[src/design/tcou_pkg.sv]
// Package: register map, field layout and constants of the timer compare output unit
// Contract
// - Upper write latches; lower write transfers both
// - Compare value reads direct, no latch
// - Force strobe acts on latch, no flag; code ignores it in PWM modes
// - Counter write blocks next tick matches
// - Output latch kept across mode changes
// - Action select applies immediately, unbuffered
// - New action governs from next match
// - Reset clears compare output latch
// - Nonzero action overrides port value on pin
// - Action select never touches capture logic
// - Action zero leaves latch unchanged
// - Counting depends only on mode bits; code counts alike in every mode
// - Action picks set, clear, toggle or polarity
// - Mode zero counts up and wraps
// - Overflow flag sets when counter becomes zero
// - Counter accepts writes any time
// - Equality sets match flag next tick
// - PWM buffers compare; normal writes direct
// - Match flag cleared by writing one
package tcou_pkg;

  // ****************************************************************
  // Register byte addresses
  // ****************************************************************
  localparam logic [7:0] TCOU_ADDR_CTRL     = 8'h00; // Mode, actions, direction bits
  localparam logic [7:0] TCOU_ADDR_FORCE    = 8'h04; // Force strobes, write-only
  localparam logic [7:0] TCOU_ADDR_FLAGS    = 8'h08; // Sticky flags, write one clears
  localparam logic [7:0] TCOU_ADDR_CNT_LO   = 8'h0C; // Counter lower byte
  localparam logic [7:0] TCOU_ADDR_CNT_HI   = 8'h10; // Counter upper byte
  localparam logic [7:0] TCOU_ADDR_CMPA_LO  = 8'h14; // Channel A lower byte
  localparam logic [7:0] TCOU_ADDR_CMPA_HI  = 8'h18; // Channel A upper byte
  localparam logic [7:0] TCOU_ADDR_CMPB_LO  = 8'h1C; // Channel B lower byte
  localparam logic [7:0] TCOU_ADDR_CMPB_HI  = 8'h20; // Channel B upper byte
  localparam logic [7:0] TCOU_ADDR_PORT     = 8'h24; // Read-back of pin values

  // ****************************************************************
  // Control field positions
  // ****************************************************************
  localparam int TCOU_CTRL_MODE_LSB = 0;  // Four mode bits
  localparam int TCOU_CTRL_ACTA_LSB = 4;  // Two action bits, channel A
  localparam int TCOU_CTRL_ACTB_LSB = 6;  // Two action bits, channel B
  localparam int TCOU_CTRL_DIRA_BIT = 8;  // Pin direction, channel A
  localparam int TCOU_CTRL_DIRB_BIT = 9;  // Pin direction, channel B
  localparam int TCOU_FLAG_MA_BIT   = 0;  // Match flag A
  localparam int TCOU_FLAG_MB_BIT   = 1;  // Match flag B
  localparam int TCOU_FLAG_OV_BIT   = 2;  // Overflow flag
  localparam int TCOU_FORCE_A_BIT   = 0;  // Force strobe A
  localparam int TCOU_FORCE_B_BIT   = 1;  // Force strobe B

  // ****************************************************************
  // Values
  // ****************************************************************
  localparam logic [3:0]  TCOU_MODE_NORMAL = 4'h0;    // Plain up count
  localparam logic [3:0]  TCOU_MODE_CTC_A  = 4'h4;    // Non-PWM; counter still wraps, no clear on match
  localparam logic [3:0]  TCOU_MODE_CTC_I  = 4'hC;    // Non-PWM; counter still wraps, no clear on match
  localparam logic [15:0] TCOU_CNT_MAX     = 16'hFFFF;
  localparam logic [15:0] TCOU_CNT_BOTTOM  = 16'h0000;
  localparam logic [15:0] TCOU_CNT_STEP    = 16'h0001;
  localparam logic [7:0]  TCOU_BYTE_ZERO   = 8'h00;

  // Output action encodings
  typedef enum logic [1:0] {
    TCOU_ACT_NONE   = 2'h0,
    TCOU_ACT_TOGGLE = 2'h1,
    TCOU_ACT_CLEAR  = 2'h2,
    TCOU_ACT_SET    = 2'h3
  } tcou_act_t;

  // True for modes that are neither normal nor clear-on-match
  function automatic logic tcou_is_pwm(input logic [3:0] mode);
    return !((mode == TCOU_MODE_NORMAL) || (mode == TCOU_MODE_CTC_A) ||
             (mode == TCOU_MODE_CTC_I));
  endfunction

endpackage

[src/design/tcou_ch_if.sv]
// Interface: one compare channel's control and events between top and channel
`timescale 1ns/1ps
interface tcou_ch_if;
  logic [1:0] action;    // Output action select
  logic       pwm_mode;  // Current mode is PWM
  logic       match;     // Qualified match this tick
  logic       force_hit; // Force strobe accepted
  logic       top_hit;   // Counter at TOP this tick
  logic       latch;     // Compare output latch value

  modport top (output action, pwm_mode, match, force_hit, top_hit, input latch);
  modport chan (input action, pwm_mode, match, force_hit, top_hit, output latch);
endinterface

[src/design/tcou_chan.sv]
// Module: compare output latch of one channel
`timescale 1ns/1ps
module tcou_chan
  import tcou_pkg::*;
(
  // Clock and reset
  input  wire logic clk_i,
  input  wire logic srst_i,
  // Control from the top
  tcou_ch_if.chan   ch
);

  logic latch_ff;  // Compare output latch
  logic nxt_latch; // Next latch value

  // ****************************************************************
  // Latch update
  // ****************************************************************
  // Action read live each event, so a new select acts at once
  always_comb begin
    nxt_latch = latch_ff;
    if (!ch.pwm_mode && (ch.match || ch.force_hit)) begin
      unique case (ch.action)
        TCOU_ACT_NONE:   nxt_latch = latch_ff;
        TCOU_ACT_TOGGLE: nxt_latch = !latch_ff;
        TCOU_ACT_CLEAR:  nxt_latch = 1'b0;
        TCOU_ACT_SET:    nxt_latch = 1'b1;
      endcase
    end else if (ch.pwm_mode && ch.action[1]) begin
      // PWM: match drives one level, TOP the other; bit 0 inverts
      if (ch.top_hit) begin
        nxt_latch = ch.action[0];
      end else if (ch.match) begin
        nxt_latch = !ch.action[0];
      end
    end
  end

  // Mode changes do not touch the latch; only reset does
  always_ff @(posedge clk_i) begin
    if (srst_i) begin
      latch_ff <= 1'b0;
    end else begin
      latch_ff <= nxt_latch;
    end
  end

  assign ch.latch = latch_ff;

endmodule

[src/design/tcou_top.sv]
// Module: 16-bit timer compare output unit with APB register access
//
// Design decisions made here: the APB slave port and the address map.
`timescale 1ns/1ps
module tcou_top
  import tcou_pkg::*;
(
  // Clock and reset
  input  wire logic        clk_i,
  input  wire logic        srst_i,
  // APB slave
  input  wire logic        psel_i,
  input  wire logic        penable_i,
  input  wire logic        pwrite_i,
  input  wire logic [7:0]  paddr_i,
  input  wire logic [31:0] pwdata_i,
  output logic      [31:0] prdata_o,
  output logic             pready_o,
  output logic             pslverr_o,
  // Timer tick enable from prescaler
  input  wire logic        tick_i,
  // General port values for the two pins
  input  wire logic [1:0]  port_value_i,
  // Pins
  output logic      [1:0]  pin_value_o,
  output logic      [1:0]  pin_oe_o,
  // Status
  output logic      [15:0] counter_value_o,
  output logic      [2:0]  flags_o
);

  // ****************************************************************
  // State
  // ****************************************************************
  logic [15:0] cnt_ff;          // Counter value
  logic [15:0] cmp_a_ff;        // Active compare A
  logic [15:0] cmp_b_ff;        // Active compare B
  logic [15:0] buf_a_ff;        // PWM buffer A
  logic [15:0] buf_b_ff;        // PWM buffer B
  logic [7:0]  hi_latch_ff;     // Shared upper-byte latch
  logic [3:0]  mode_ff;         // Waveform mode select
  logic [1:0]  act_a_ff;        // Output action A
  logic [1:0]  act_b_ff;        // Output action B
  logic [1:0]  dir_ff;          // Pin direction bits
  logic        blk_ff;          // Block matches on next tick
  logic        flag_ma_ff;      // Compare match flag A
  logic        flag_mb_ff;      // Compare match flag B
  logic        flag_ov_ff;      // Overflow flag
  logic        eq_a_ff;         // Equality seen, flag on next tick
  logic        eq_b_ff;         // Equality seen, flag on next tick
  logic [31:0] prdata_ff;       // Read data register
  logic        pready_ff;       // Ready register
  logic        pslverr_ff;      // Error register
  logic [1:0]  pin_value_ff;    // Pin value register
  logic [1:0]  pin_oe_ff;       // Pin enable register

  // ****************************************************************
  // Bus decode
  // ****************************************************************
  logic        acc;             // Access phase, taken this edge
  logic        wr;              // Write taken
  logic        rd;              // Read taken
  logic [7:0]  wbyte;           // Low write byte
  logic        wr_cnt;          // Any counter byte write
  logic        pwm;             // PWM mode in force
  logic        top_hit;         // Counter at MAX
  logic        eq_a;            // Raw equality A
  logic        eq_b;            // Raw equality B
  logic        match_a;         // Qualified match A
  logic        match_b;         // Qualified match B
  logic        known;           // Address is mapped
  logic        frc_a;           // Force A accepted
  logic        frc_b;           // Force B accepted

  // One wait state: setup, then access with pready registered
  assign acc    = psel_i && penable_i && pready_ff;
  assign wr     = acc && pwrite_i;
  assign rd     = acc && !pwrite_i;
  assign wbyte  = pwdata_i[7:0];
  assign wr_cnt = wr && ((paddr_i == TCOU_ADDR_CNT_LO) || (paddr_i == TCOU_ADDR_CNT_HI));
  assign pwm    = tcou_is_pwm(mode_ff);
  assign top_hit = (cnt_ff == TCOU_CNT_MAX);

  // Known address check, used only by the error response
  function automatic logic tcou_mapped(input logic [7:0] a);
    return (a == TCOU_ADDR_CTRL) || (a == TCOU_ADDR_FORCE) || (a == TCOU_ADDR_FLAGS) ||
           (a == TCOU_ADDR_CNT_LO) || (a == TCOU_ADDR_CNT_HI) ||
           (a == TCOU_ADDR_CMPA_LO) || (a == TCOU_ADDR_CMPA_HI) ||
           (a == TCOU_ADDR_CMPB_LO) || (a == TCOU_ADDR_CMPB_HI) ||
           (a == TCOU_ADDR_PORT);
  endfunction

  assign known = tcou_mapped(paddr_i);

  // ****************************************************************
  // Comparators
  // ****************************************************************
  assign eq_a    = (cnt_ff == cmp_a_ff);
  assign eq_b    = (cnt_ff == cmp_b_ff);
  assign match_a = tick_i && eq_a && !blk_ff;
  assign match_b = tick_i && eq_b && !blk_ff;
  assign frc_a   = wr && (paddr_i == TCOU_ADDR_FORCE) && wbyte[TCOU_FORCE_A_BIT] && !pwm;
  assign frc_b   = wr && (paddr_i == TCOU_ADDR_FORCE) && wbyte[TCOU_FORCE_B_BIT] && !pwm;

  // ****************************************************************
  // APB handshake
  // ****************************************************************
  // Ready pulses one cycle into each access phase
  always_ff @(posedge clk_i) begin
    if (srst_i) begin
      pready_ff  <= 1'b0;
      pslverr_ff <= 1'b0;
    end else begin
      pready_ff  <= psel_i && penable_i && !pready_ff;
      pslverr_ff <= psel_i && penable_i && !pready_ff && !known;
    end
  end

  // Read data, captured one cycle ahead of the taking edge
  always_ff @(posedge clk_i) begin
    if (srst_i) begin
      prdata_ff <= 32'h0000_0000;
    end else begin
      prdata_ff <= 32'h0000_0000;
      if (psel_i && penable_i && !pready_ff && !pwrite_i) begin
        unique case (paddr_i)
          TCOU_ADDR_CTRL:    prdata_ff[9:0] <= {dir_ff, act_b_ff, act_a_ff, mode_ff};
          TCOU_ADDR_FLAGS:   prdata_ff[2:0] <= {flag_ov_ff, flag_mb_ff, flag_ma_ff};
          TCOU_ADDR_CNT_LO:  prdata_ff[7:0] <= cnt_ff[7:0];
          TCOU_ADDR_CNT_HI:  prdata_ff[7:0] <= cnt_ff[15:8];
          // Compare registers read straight back, no shared latch
          TCOU_ADDR_CMPA_LO: prdata_ff[7:0] <= pwm ? buf_a_ff[7:0] : cmp_a_ff[7:0];
          TCOU_ADDR_CMPA_HI: prdata_ff[7:0] <= pwm ? buf_a_ff[15:8] : cmp_a_ff[15:8];
          TCOU_ADDR_CMPB_LO: prdata_ff[7:0] <= pwm ? buf_b_ff[7:0] : cmp_b_ff[7:0];
          TCOU_ADDR_CMPB_HI: prdata_ff[7:0] <= pwm ? buf_b_ff[15:8] : cmp_b_ff[15:8];
          TCOU_ADDR_PORT:    prdata_ff[3:0] <= {pin_oe_ff, pin_value_ff};
          default:           prdata_ff <= 32'h0000_0000;
        endcase
      end
    end
  end

  // ****************************************************************
  // Control register
  // ****************************************************************
  // Actions take effect the cycle after the write, no buffering
  always_ff @(posedge clk_i) begin
    if (srst_i) begin
      mode_ff  <= TCOU_MODE_NORMAL;
      act_a_ff <= TCOU_ACT_NONE;
      act_b_ff <= TCOU_ACT_NONE;
      dir_ff   <= 2'h0;
    end else if (wr && (paddr_i == TCOU_ADDR_CTRL)) begin
      mode_ff  <= pwdata_i[TCOU_CTRL_MODE_LSB +: 4];
      act_a_ff <= pwdata_i[TCOU_CTRL_ACTA_LSB +: 2];
      act_b_ff <= pwdata_i[TCOU_CTRL_ACTB_LSB +: 2];
      dir_ff   <= {pwdata_i[TCOU_CTRL_DIRB_BIT], pwdata_i[TCOU_CTRL_DIRA_BIT]};
    end
  end

  // ****************************************************************
  // Compare value registers
  // ****************************************************************
  // Upper write only loads the latch; lower write commits all 16 bits
  always_ff @(posedge clk_i) begin
    if (srst_i) begin
      hi_latch_ff <= TCOU_BYTE_ZERO;
    end else if (wr && ((paddr_i == TCOU_ADDR_CMPA_HI) || (paddr_i == TCOU_ADDR_CMPB_HI) ||
                        (paddr_i == TCOU_ADDR_CNT_HI))) begin
      hi_latch_ff <= wbyte;
    end
  end

  // Normal and CTC write the active copy; PWM writes the buffer
  always_ff @(posedge clk_i) begin
    if (srst_i) begin
      cmp_a_ff <= TCOU_CNT_BOTTOM;
      cmp_b_ff <= TCOU_CNT_BOTTOM;
      buf_a_ff <= TCOU_CNT_BOTTOM;
      buf_b_ff <= TCOU_CNT_BOTTOM;
    end else begin
      if (wr && (paddr_i == TCOU_ADDR_CMPA_LO)) begin
        if (pwm) begin
          buf_a_ff <= {hi_latch_ff, wbyte};
        end else begin
          cmp_a_ff <= {hi_latch_ff, wbyte};
        end
      end
      if (wr && (paddr_i == TCOU_ADDR_CMPB_LO)) begin
        if (pwm) begin
          buf_b_ff <= {hi_latch_ff, wbyte};
        end else begin
          cmp_b_ff <= {hi_latch_ff, wbyte};
        end
      end
      // Buffers move to the active copy at TOP
      if (pwm && tick_i && top_hit) begin
        cmp_a_ff <= buf_a_ff;
        cmp_b_ff <= buf_b_ff;
      end
    end
  end

  // ****************************************************************
  // Counter
  // ****************************************************************
  // Neither mode nor actions enter here; counting is the same in every mode
  always_ff @(posedge clk_i) begin
    if (srst_i) begin
      cnt_ff <= TCOU_CNT_BOTTOM;
    end else if (wr && (paddr_i == TCOU_ADDR_CNT_LO)) begin
      cnt_ff <= {hi_latch_ff, wbyte};
    end else if (tick_i) begin
      // Wraps MAX to BOTTOM; no clear in normal mode
      cnt_ff <= cnt_ff + TCOU_CNT_STEP;
    end
  end

  // Block holds from a counter write until the next tick is consumed
  always_ff @(posedge clk_i) begin
    if (srst_i) begin
      blk_ff <= 1'b0;
    end else if (wr_cnt) begin
      blk_ff <= 1'b1;
    end else if (tick_i) begin
      blk_ff <= 1'b0;
    end
  end

  // ****************************************************************
  // Flags
  // ****************************************************************
  // Match seen on one tick, flag set on the next
  always_ff @(posedge clk_i) begin
    if (srst_i) begin
      eq_a_ff <= 1'b0;
      eq_b_ff <= 1'b0;
    end else if (tick_i) begin
      eq_a_ff <= match_a;
      eq_b_ff <= match_b;
    end
  end

  // Set wins over a one-written clear in the same cycle
  always_ff @(posedge clk_i) begin
    if (srst_i) begin
      flag_ma_ff <= 1'b0;
      flag_mb_ff <= 1'b0;
      flag_ov_ff <= 1'b0;
    end else begin
      if (tick_i && eq_a_ff) begin
        flag_ma_ff <= 1'b1;
      end else if (wr && (paddr_i == TCOU_ADDR_FLAGS) && wbyte[TCOU_FLAG_MA_BIT]) begin
        flag_ma_ff <= 1'b0;
      end
      if (tick_i && eq_b_ff) begin
        flag_mb_ff <= 1'b1;
      end else if (wr && (paddr_i == TCOU_ADDR_FLAGS) && wbyte[TCOU_FLAG_MB_BIT]) begin
        flag_mb_ff <= 1'b0;
      end
      // Set as counter steps MAX to zero, like a 17th bit
      // Only a lower-byte commit moves the counter, so only it masks the wrap
      if (tick_i && top_hit && !(wr && (paddr_i == TCOU_ADDR_CNT_LO))) begin
        flag_ov_ff <= 1'b1;
      end else if (wr && (paddr_i == TCOU_ADDR_FLAGS) && wbyte[TCOU_FLAG_OV_BIT]) begin
        flag_ov_ff <= 1'b0;
      end
    end
  end

  // ****************************************************************
  // Channels and pin mux
  // ****************************************************************
  tcou_ch_if ch_a ();
  tcou_ch_if ch_b ();

  // Action bits reach the channel latches, the pin mux and the control read-back
  assign ch_a.action    = act_a_ff;
  assign ch_a.pwm_mode  = pwm;
  assign ch_a.match     = match_a;
  assign ch_a.force_hit = frc_a;
  assign ch_a.top_hit   = tick_i && top_hit;
  assign ch_b.action    = act_b_ff;
  assign ch_b.pwm_mode  = pwm;
  assign ch_b.match     = match_b;
  assign ch_b.force_hit = frc_b;
  assign ch_b.top_hit   = tick_i && top_hit;

  tcou_chan u_chan_a (
    .clk_i  (clk_i),
    .srst_i (srst_i),
    .ch     (ch_a.chan)
  );

  tcou_chan u_chan_b (
    .clk_i  (clk_i),
    .srst_i (srst_i),
    .ch     (ch_b.chan)
  );

  // Nonzero action hands the pin to the latch; direction stays with dir bit
  always_ff @(posedge clk_i) begin
    if (srst_i) begin
      pin_value_ff <= 2'h0;
      pin_oe_ff    <= 2'h0;
    end else begin
      pin_value_ff[0] <= (act_a_ff != TCOU_ACT_NONE) ? ch_a.latch : port_value_i[0];
      pin_value_ff[1] <= (act_b_ff != TCOU_ACT_NONE) ? ch_b.latch : port_value_i[1];
      pin_oe_ff       <= dir_ff;
    end
  end

  // ****************************************************************
  // Outputs
  // ****************************************************************
  assign prdata_o        = prdata_ff;
  assign pready_o        = pready_ff;
  assign pslverr_o       = pslverr_ff;
  assign pin_value_o     = pin_value_ff;
  assign pin_oe_o        = pin_oe_ff;
  assign counter_value_o = cnt_ff;
  assign flags_o         = {flag_ov_ff, flag_mb_ff, flag_ma_ff};

endmodule

[config.mk]
export PLATFORM = sky130hd
export DESIGN_NAME = tcou_top
export DESIGN_NICKNAME = d
export VERILOG_FILES = /design/src/design/tcou_pkg.sv /design/src/design/tcou_ch_if.sv /design/src/design/tcou_chan.sv /design/src/design/tcou_top.sv
export SDC_FILE = /design/constraint.sdc
export NUM_CORES = 1
export LEC_CHECK = 0
export BUFFER_PORTS_ARGS = -buffer_cell sky130_fd_sc_hd__buf_2
export CAP_MARGIN = 20
export CELL_PAD_IN_SITES_DETAIL_PLACEMENT = 1
export CELL_PAD_IN_SITES_GLOBAL_PLACEMENT = 2
export CORE_MARGIN = 2
export CORE_UTILIZATION = 36
export DETAILED_ROUTE_END_ITERATION = 16
export GPL_TIMING_DRIVEN = 0
export PLACE_DENSITY = 0.85
export SYNTH_ARGS = -nofsm -noshare
export SYNTH_HDL_FRONTEND = slang
export SYNTH_SLANG_ARGS = --single-unit
[constraint.sdc]
create_clock -name clk_i -period 4.82 [get_ports clk_i]
set_input_delay 0.241 -clock clk_i [delete_from_list [all_inputs] [get_ports clk_i]]
set_output_delay 0.241 -clock clk_i [all_outputs]
set_load 0.03 [all_outputs]
==> results of run 1 <==
## layout by cell type (no fill, tap or decap), types with 10 or more instances in the layout
cell / count
nand2_1: 124
buf_2: 74
clkbuf_1: 43
a21oi_1: 62
o21ai_0: 15
a22oi_1: 22
conb_1: 22
xor2_1: 28
xnor2_1: 19
dfxtp_1: 122
a211oi_1: 50
buf_4: 28
nand4_1: 10
mux2i_1: 47
nand3_1: 25
nor2_1: 86
clkbuf_16: 17
## tightest hold or removal path, stage by stage
cell and delay (ps):
buf_2 100, nand2_1 50, a21oi_1 50
## sequential cells by signal, indices dropped and copies added, names as in the netlist, 4 cells and up
signal,count
buf_a_ff,16
buf_b_ff,16
cmp_a_ff,16
cmp_b_ff,16
counter_value_o,16
hi_latch_ff,8
mode_ff,4
prdata_o,10
## per-layer routing
metal | share of wire | wire length (um) | GRT usage | up-vias
met5 | 0 | 0 | 0 | -
met4 | 0.044 | 1180 | 0.123 | 0
met3 | 0.074 | 2010 | 0.0483 | 67
met2 | 0.44 | 11900 | 0.430 | 296
met1 | 0.44 | 12000 | 0.384 | 3215
li1 | - | - | - | 3018
## logic make-up after synthesis
family | Yosys count | synth area share
flops | 122 | 0.372
mux | 50 | 0.0768
buf+inv | 98 | 0.0798
simple gates | 303 | 0.216
other cells | 1 | 0.000571
compound gates | 188 | 0.190
xor+xnor | 47 | 0.0627
fa+ha+maj | 1 | 0.00191
## power groups by stage
stage                     clock (mW)  combinational [mW]  sequential, mW
after floorplan                    0              0.0997            1.05
after global placement             0               0.163            1.05
after detailed placement           0               0.164            1.05
after CTS                       1.31               0.165            1.02
after global routing            1.35               0.178            1.02
final                           1.30               0.168            1.02
## layout make-up
type                    count  area [um2]
inverters                   6        22.5
fillers                  2190       10100
multi-input cells         611        3680
plain buffers              92         502
repair buffers             57         285
clock inverters            12         150
flip-flops and latches    122        2440
well taps                 229         287
clock buffers              20         437
## path summary, 6_finish.rpt
check / to / startpoint / cells after the start
setup / recovery: cmp_a_ff[1]$_SDFFE_PP0P_ / counter_value_o[0]$_SDFFE_PP0P_ / 8
hold reg to reg: blk_ff$_SDFFE_PP0P_ / blk_ff$_SDFFE_PP0P_ / 2
hold / removal: pin_value_o[1]$_SDFF_PP0_ / port_value_i[1] / 3
setup reg to reg: cmp_a_ff[1]$_SDFFE_PP0P_ / counter_value_o[0]$_SDFFE_PP0P_ / 8
==> flow_summary.ini, run 1 <==
[sta]
maxSlewViolCount = 0
slew_headroom = 0.346
setup_ws_ps = 1840
setup_tns_ps = 0
worst_pin_slew_ps = 968
finalWorstPathRequiredPeriod_ps = 2980
holdWs_ps = 67.7
setup_violations = 0
rsz0062_at_grt = no
period_share = 0.618
max_freq_mhz = 335
finalHoldViolations = 0
fin_worst_skew_ps = 6.03

[clocking]
h-tree-depth = 4
clk_pin_slew_ps = 60
cts-root-buf = clkbuf_16
clk_path_buf_depth = 2
cts_sinks = 122
cts_made_buffers = 17
holdBufCountCts = 0
cts_resized = 0
post-cts-setup-buffers = 0
tritoncts = done
clkLatencyLatePin_ps = 420

[pwr]
intPower_mw = 1.87
power_density_nw_per_um2 = 320
switchingPower_mw = 0.622
power_mw = 2.49
ir_drop_uv = 238
p_seq_frac = 0.411
power_leakage_nw = 3.00
comb_power_share = 0.067
pwr-share-clk = 0.522
power_switching_share = 0.249

[setup_path]
required_ps = 5100
critPathKind = reg2reg
cp-start-kind = flop
worstPathCellList = ha_1, nand2_1, nor4_4, nand2_1, buf_2, clkbuf_1, nor2_1, a211oi_1
r2r_setup_slack_ps = 1840
crit_top_cell = nand2_1
cp.arrival_ps = 3260
critPathMaxFanout = 10
slowest_delay_ps = 660
critPathTopFamily = simple AND/OR/NAND/NOR gates
crit_path_end_kind = flop
cpMaxStageDelayCell = dfxtp_1
cp.buffers_inverters = 2

[global_route]
grt_pass1_vias = 6396
grt_start_max_net_pins = 17
overflow = 0
track_usage = 0.279
antenna_found_initial = 0
grt_first_pass_wirelength_mm = 40.6

[yosys]
syn_inst = 810
synth_warnings = 0
synth_edf_count = 0
syn-cell-area_um2 = 6570
yosysMostFrequentCell = nand2_1
ys_ff_latch = 122
synth.avg_cell_area_um2 = 8.11
ys_seq_area_frac = 0.372
synth_top_area_share = 0.372
ys_types = 59
synth_ff_type = dfxtp_1
synth_common_cells = 124 x nand2_1, 122 x dfxtp_1, 86 x nor2_1
async_flop_share = 0
yosysTopAreaCell = dfxtp_1
yosys-top-cells-area = dfxtp_1 37%, mux2i_1 7.2%, nand2_1 7.1%

[routing]
wire_per_inst_um = 23.6
first_iter_violations = 638
vias = 6596
drc = 0
ant_nets = 0
dr.pass1.iters = 5
routed_wl_mm = 27.1
vias_per_cell = 5.74

[cells_and_area]
final_nets = 956
final_area_um2 = 7800
syn2layout_area_growth_pct = 18.8
antenna_cells = 0
drive_gt1_frac = 0.164
final_core_util = 0.436
finalNonFillerCells = 1149

[die]
initial_core_util = 0.367
die_h_um = 139
coreArea_um2 = 17900
core.rowCount = 49
die_x_um = 139
die-area_um2 = 19300
ios = 105

[place]
dp_slack_ps = 1980
io_buffers = 56
dp_hpwl_mm = 19.5
dp_cells = 1116
placed_cell_area_um2 = 7210
place_congestion = 0.960

[status]
status = completed

[job]
cap_violations = 0

[hold_path]
hp-class = in2reg
(Power assumes the default switching activity.)
==> run 2: changes to the inputs <==
- CORE_UTILIZATION: 36 -> 30
- PLACE_DENSITY: 0.85 -> 0.76
- clock period: 4.82 -> 2.4 ns (I/O delays scaled with it)
==> run 2 against run 1 <==
Against the previous run: critical path depth did not move; global-route usage down 3.8 points; register-to-register slack worse by 1800 ps; die area up 19%; hold slack worse by 45 ps; fmax is 28% higher; core utilization shrank 6.3 points; worst setup slack lost 1800 ps; flip-flop and latch count unchanged; critical endpoint is now prdata_o[6]$_SDFF_PP0_; largest cell class unchanged; largest power group unchanged; highest routed layer unchanged.
==> flow_summary.ini, run 2 (synthesis gave the netlist of run 1 again) <==
[status]
status = completed

[pwr]
power_leakage_nw = 3.11
ir_drop_uv = 271
power_density_nw_per_um2 = 653
power_mw = 5.27

[setup_path]
crit_path_end_kind = flop
worst-path-stages = 8
critPathTopFamily = compound AO/OA/AOI/OAI gates
required_ps = 2690
worstPathCellList = inv_1, o21ai_0, clkbuf_4, buf_4, mux2i_1, o22ai_1, a221oi_1, a21oi_1
cp-start-kind = flop
timing.rr.start = mode_ff[3]$_SDFFE_PP0P_
reg2reg_to = prdata_o[6]$_SDFF_PP0_
cpMaxStageDelayCell = dfxtp_1
cp.buffers_inverters = 3
r2r_setup_slack_ps = 70
cp.arrival_ps = 2620
critPathKind = reg2reg
critPathMaxFanout = 10
slowest_delay_ps = 380
r2r_cells = 8

[clocking]
cts_made_buffers = 17
clkLatencyLatePin_ps = 430
clk_pin_slew_ps = 60
h-tree-depth = 4
cts_sinks = 122
tritoncts = done
cts-root-buf = clkbuf_16
clk_path_buf_depth = 2

[die]
ios = 105
coreArea_um2 = 21600
initial_core_util = 0.304
die_x_um = 152
core.rowCount = 54
die-area_um2 = 23100
die_h_um = 152

[sta]
setup_violations = 0
finalWorstPathRequiredPeriod_ps = 2330
max_freq_mhz = 429
slew_headroom = 0.324
fin_worst_skew_ps = 8.98
maxSlewViolCount = 0
worst_pin_slew_ps = 999
finalHoldViolations = 0
setup_ws_ps = 70.4
period_share = 0.971

[routing]
dr.pass1.iters = 7
drt-met1-wl_mm = 13.0
vias = 6516
first_iter_violations = 566
vias_per_cell = 5.41
ant_nets = 0
wire_per_inst_um = 23.4
wl_met3_mm = 1.63
routed_wl_mm = 28.1
dr.max_layer_used = met4
drc = 0
met2WireLength_mm = 12.6

[cells_and_area]
final_cell_mix = 124 x nand2_1, 117 x dfxtp_1, 84 x nor2_1
antenna_cells = 0
drive_gt1_frac = 0.197
syn2layout_area_growth_pct = 22.8
final_common_cell = nand2_1
final_nets = 960
n_fill_cell = 2653

[hold_path]
min_from = srst_i
holdPathStages = 3
hp-class = in2reg
holdPathEnd = pready_o$_SDFF_PP0_

[global_route]
overflow = 0
grt_start_max_net_pins = 17
grt_pass1_vias = 6265
antenna_found_initial = 0
grt_first_pass_wirelength_mm = 41.5
track_usage = 0.241

[place]
dp_hpwl_mm = 20.4
place_congestion = 0.942
io_buffers = 56
dp_slack_ps = -404

[job]
cap_violations = 0
run 2: cell type report:
class / instances / area [um2] / share of cell area
plain buffers: 87 / 515 / 0.0639
inverters: 6 / 22.5 / 0.00279
multi-input cells: 611 / 3720 / 0.461
clock inverters: 10 / 163 / 0.0202
repair buffers: 66 / 363 / 0.0450
flip-flops and latches: 122 / 2450 / 0.304
clock buffers: 22 / 484 / 0.0600
well taps: 280 / 350 / 0.0434
run 2: power by group:
part           internal, mW  switching [mW]
combinational         0.110           0.245
sequential             2.04          0.0180
clock                  1.85            1.01
total                  4.00            1.27
run 2: how the worst max path moves through the flow:
stage | startpoint | endpoint | slack, ps
after floorplan | counter_value_o[6]$_SDFFE_PP0P_ | cmp_a_ff[10]$_SDFFE_PP0P_ | 210
after global placement | counter_value_o[8]$_SDFFE_PP0P_ | cmp_a_ff[7]$_SDFFE_PP0P_ | -400
after detailed placement | counter_value_o[8]$_SDFFE_PP0P_ | cmp_b_ff[0]$_SDFFE_PP0P_ | -400
after CTS | counter_value_o[4]$_SDFFE_PP0P_ | u_chan_a.ch.latch$_SDFFE_PP0P_ | 2
after global routing | mode_ff[3]$_SDFFE_PP0P_ | prdata_o[6]$_SDFF_PP0_ | -20
final | mode_ff[3]$_SDFFE_PP0P_ | prdata_o[6]$_SDFF_PP0_ | 70
run 2: what timing repair did:
item	4_1_cts	5_1_grt
resized for setup	15	24
pin swaps	2	3
hold buffers	4	0
endpoints found under the setup margin	50	38
setup buffers	4	1
endpoints found under the hold margin	4	0
run 2: tightest hold or removal path: stages:
cell,delay (ps)
buf_2,100
or3_1,140
inv_1,40
run 2: through the flow:
stage | cell area, um2 | setup TNS, ps | utilization | std cells | hold slack [ps]
3_5_place_dp | 7280 | -13030 | 0.337 | 1167 | 378
5_1_grt | 8070 | -24.4 | 0.373 | 1204 | 40.4
4_1_cts | 8010 | 0 | 0.370 | 1203 | 8.16
3_3_place_gp | 7280 | -12460 | 0.337 | 1167 | 370
6_report | 8070 | 0 | 0.373 | 1204 | 22.4
2_1_floorplan | 6650 | 0 | - | 831 | 256
run 2: routing by layer:
metal / up-vias / GRT usage
met1: 3194 / 0.328
met3: 46 / 0.0462
met5: - / 0
li1: 3039 / -
met2: 237 / 0.378
met4: 0 / 0.0930
==> run 3: changes to the inputs <==
- CORE_MARGIN: 2 -> 5
- CORE_UTILIZATION: 30 -> 36
- PLACE_DENSITY: 0.76 -> 0.85
- clock period: 2.4 -> 2.9 ns (I/O delays scaled with it)
==> run 3 against run 2 <==
Against the previous run: cell area shrank 2.0%; critical path type unchanged; highest routed layer unchanged; clock skew grew 1.5 ps; core utilization grew 6.7 points; fmax shrank 14%; sequential power shrank 17%; largest cell class unchanged; register-to-register slack gained 130 ps; power shrank 19%; wire length shrank 3.0%; critical path depth is the same; die area shrank 8.9%.
==> flow_summary.ini, run 3 (synthesis gave the netlist of run 1 again) <==
[sta]
max_freq_mhz = 371
finalHoldViolations = 0
period_share = 0.930
rsz0062_at_grt = no
worst_pin_slew_ps = 913
finalWorstPathRequiredPeriod_ps = 2700
maxSlewViolCount = 0
fin_worst_skew_ps = 10.5
slew_headroom = 0.383
setup_tns_ps = 0
setup_violations = 0
setup_ws_ps = 202

[global_route]
grt_first_pass_wirelength_mm = 41.6
overflow = 0
grt_start_max_net_pins = 17
grt_pass1_vias = 6484
track_usage = 0.256
antenna_found_initial = 0

[cells_and_area]
n_fill_cell = 2207
final_common_cell = nand2_1
drive_gt1_frac = 0.165
final_cell_mix = 124 x nand2_1, 122 x dfxtp_1, 86 x nor2_1
final_nets = 962
syn2layout_area_growth_pct = 20.4
antenna_cells = 0

[die]
core.rowCount = 49
die_x_um = 145
die-area_um2 = 21000
ios = 105
die_h_um = 145
coreArea_um2 = 18000
initial_core_util = 0.366

[setup_path]
crit_path_end_kind = flop
required_ps = 3210
cp.arrival_ps = 3010
critPathLaunch = counter_value_o[8]$_SDFFE_PP0P_
r2r_setup_slack_ps = 200
critPathMaxFanout = 7
critPathKind = reg2reg
cp-start-kind = flop
cp-endpoint = u_chan_a.ch.latch$_SDFFE_PP0P_
timing.rr.start = counter_value_o[8]$_SDFFE_PP0P_
r2r_cells = 8
reg2reg_to = u_chan_a.ch.latch$_SDFFE_PP0P_

[clocking]
clkLatencyLatePin_ps = 430
tritoncts = done
clk_pin_slew_ps = 60
h-tree-depth = 4
clk_path_buf_depth = 2
cts_made_buffers = 17
cts-root-buf = clkbuf_16
cts_sinks = 122

[routing]
wire_per_inst_um = 23.6
vias = 6533
dr.pass1.iters = 5
drc = 0
first_iter_violations = 620
vias_per_cell = 5.66
routed_wl_mm = 27.3
ant_nets = 0

[job]
cap_violations = 0

[hold_path]
holdPathStages = 3
hp-class = in2reg

[pwr]
power_leakage_nw = 3.06
power_density_nw_per_um2 = 543
ir_drop_uv = 393

[place]
dp_slack_ps = 89.2
io_buffers = 56
dp_hpwl_mm = 19.9
place_congestion = 0.954

[status]
status = completed
## run 3: cell types whose count changed in the layout (fill, tap and decap cells not counted), moves of 4 or more
cell,change
clkbuf_1,+17
dfxtp_1,+5
clkbuf_4,-5
buf_2,+4
clkbuf_2,-5
dfxtp_2,-5
buf_4,-6
## run 3: what timing repair did
item,CTS,global route
setup buffers,0,2
setup endpoints to repair,0,22
gates resized for setup,0,2
hold buffers,4,0
hold endpoints to repair,4,0
## run 3: how the worst min path moves through the flow
stage	start	to	slack [ps]
finish	srst_i	pready_o$_SDFF_PP0_	50
global placement	port_value_i[0]	pin_value_o[0]$_SDFF_PP0_	390
CTS	srst_i	pready_o$_SDFF_PP0_	50
detailed placement	port_value_i[0]	pin_value_o[0]$_SDFF_PP0_	400
global route	pwrite_i	prdata_o[3]$_SDFF_PP0_	90
floorplan	pwdata_i[3]	buf_b_ff[3]$_SDFFE_PP0P_	280
## run 3: critical path, cell delays in order, from the launching register on
cell and delay (ps):
dfxtp_1 330, clkbuf_1 360, xor2_1 120, nor4_1 390, nand3_1 190, nor4_4 510, a2111oi_0 220, nor4_1 340
a21oi_1 110
## run 3: cell type report
| type | count | area [um2] | area share |
|---|---|---|---|
| multi-input cells | 611 | 3680 | 0.465 |
| clock buffers | 23 | 468 | 0.0592 |
| plain buffers | 92 | 503 | 0.0636 |
| flip-flops and latches | 122 | 2440 | 0.309 |
| repair buffers | 63 | 340 | 0.0431 |
| well taps | 229 | 287 | 0.0363 |
| clock inverters | 9 | 163 | 0.0206 |
| inverters | 6 | 22.5 | 0.00285 |
## run 3: per-stage QoR
stage / instance area [um2] / utilization / total power, mW / hold slack (ps) / instances
finish: 7900 / 0.440 / 4.29 / 54.2 / 1155
floorplan: 6650 / - / 1.91 / 281 / 831
global placement: 7210 / 0.401 / 2.01 / 393 / 1116
CTS: 7880 / 0.439 / 4.31 / 51.0 / 1152
global route: 7900 / 0.440 / 4.43 / 87.7 / 1155
detailed placement: 7210 / 0.401 / 2.01 / 401 / 1116
## run 3: layer usage
metal / vias up / global-route usage / wire, um / part of all wire
met2: 263 / 0.397 / 12300 / 0.45
met5: - / 0 / 0 / 0
li1: 3028 / - / - / -
met4: 0 / 0.0760 / 831 / 0.030
met3: 45 / 0.0645 / 1920 / 0.070
met1: 3197 / 0.352 / 12200 / 0.45
## run 3: report_power, final
part,switching [mW],internal [mW],leakage [nW],total [mW]
Combinational,0.199,0.0838,1.77,0.282
Clock,0.819,1.49,0.302,2.31
Sequential,0.0160,1.69,0.984,1.70
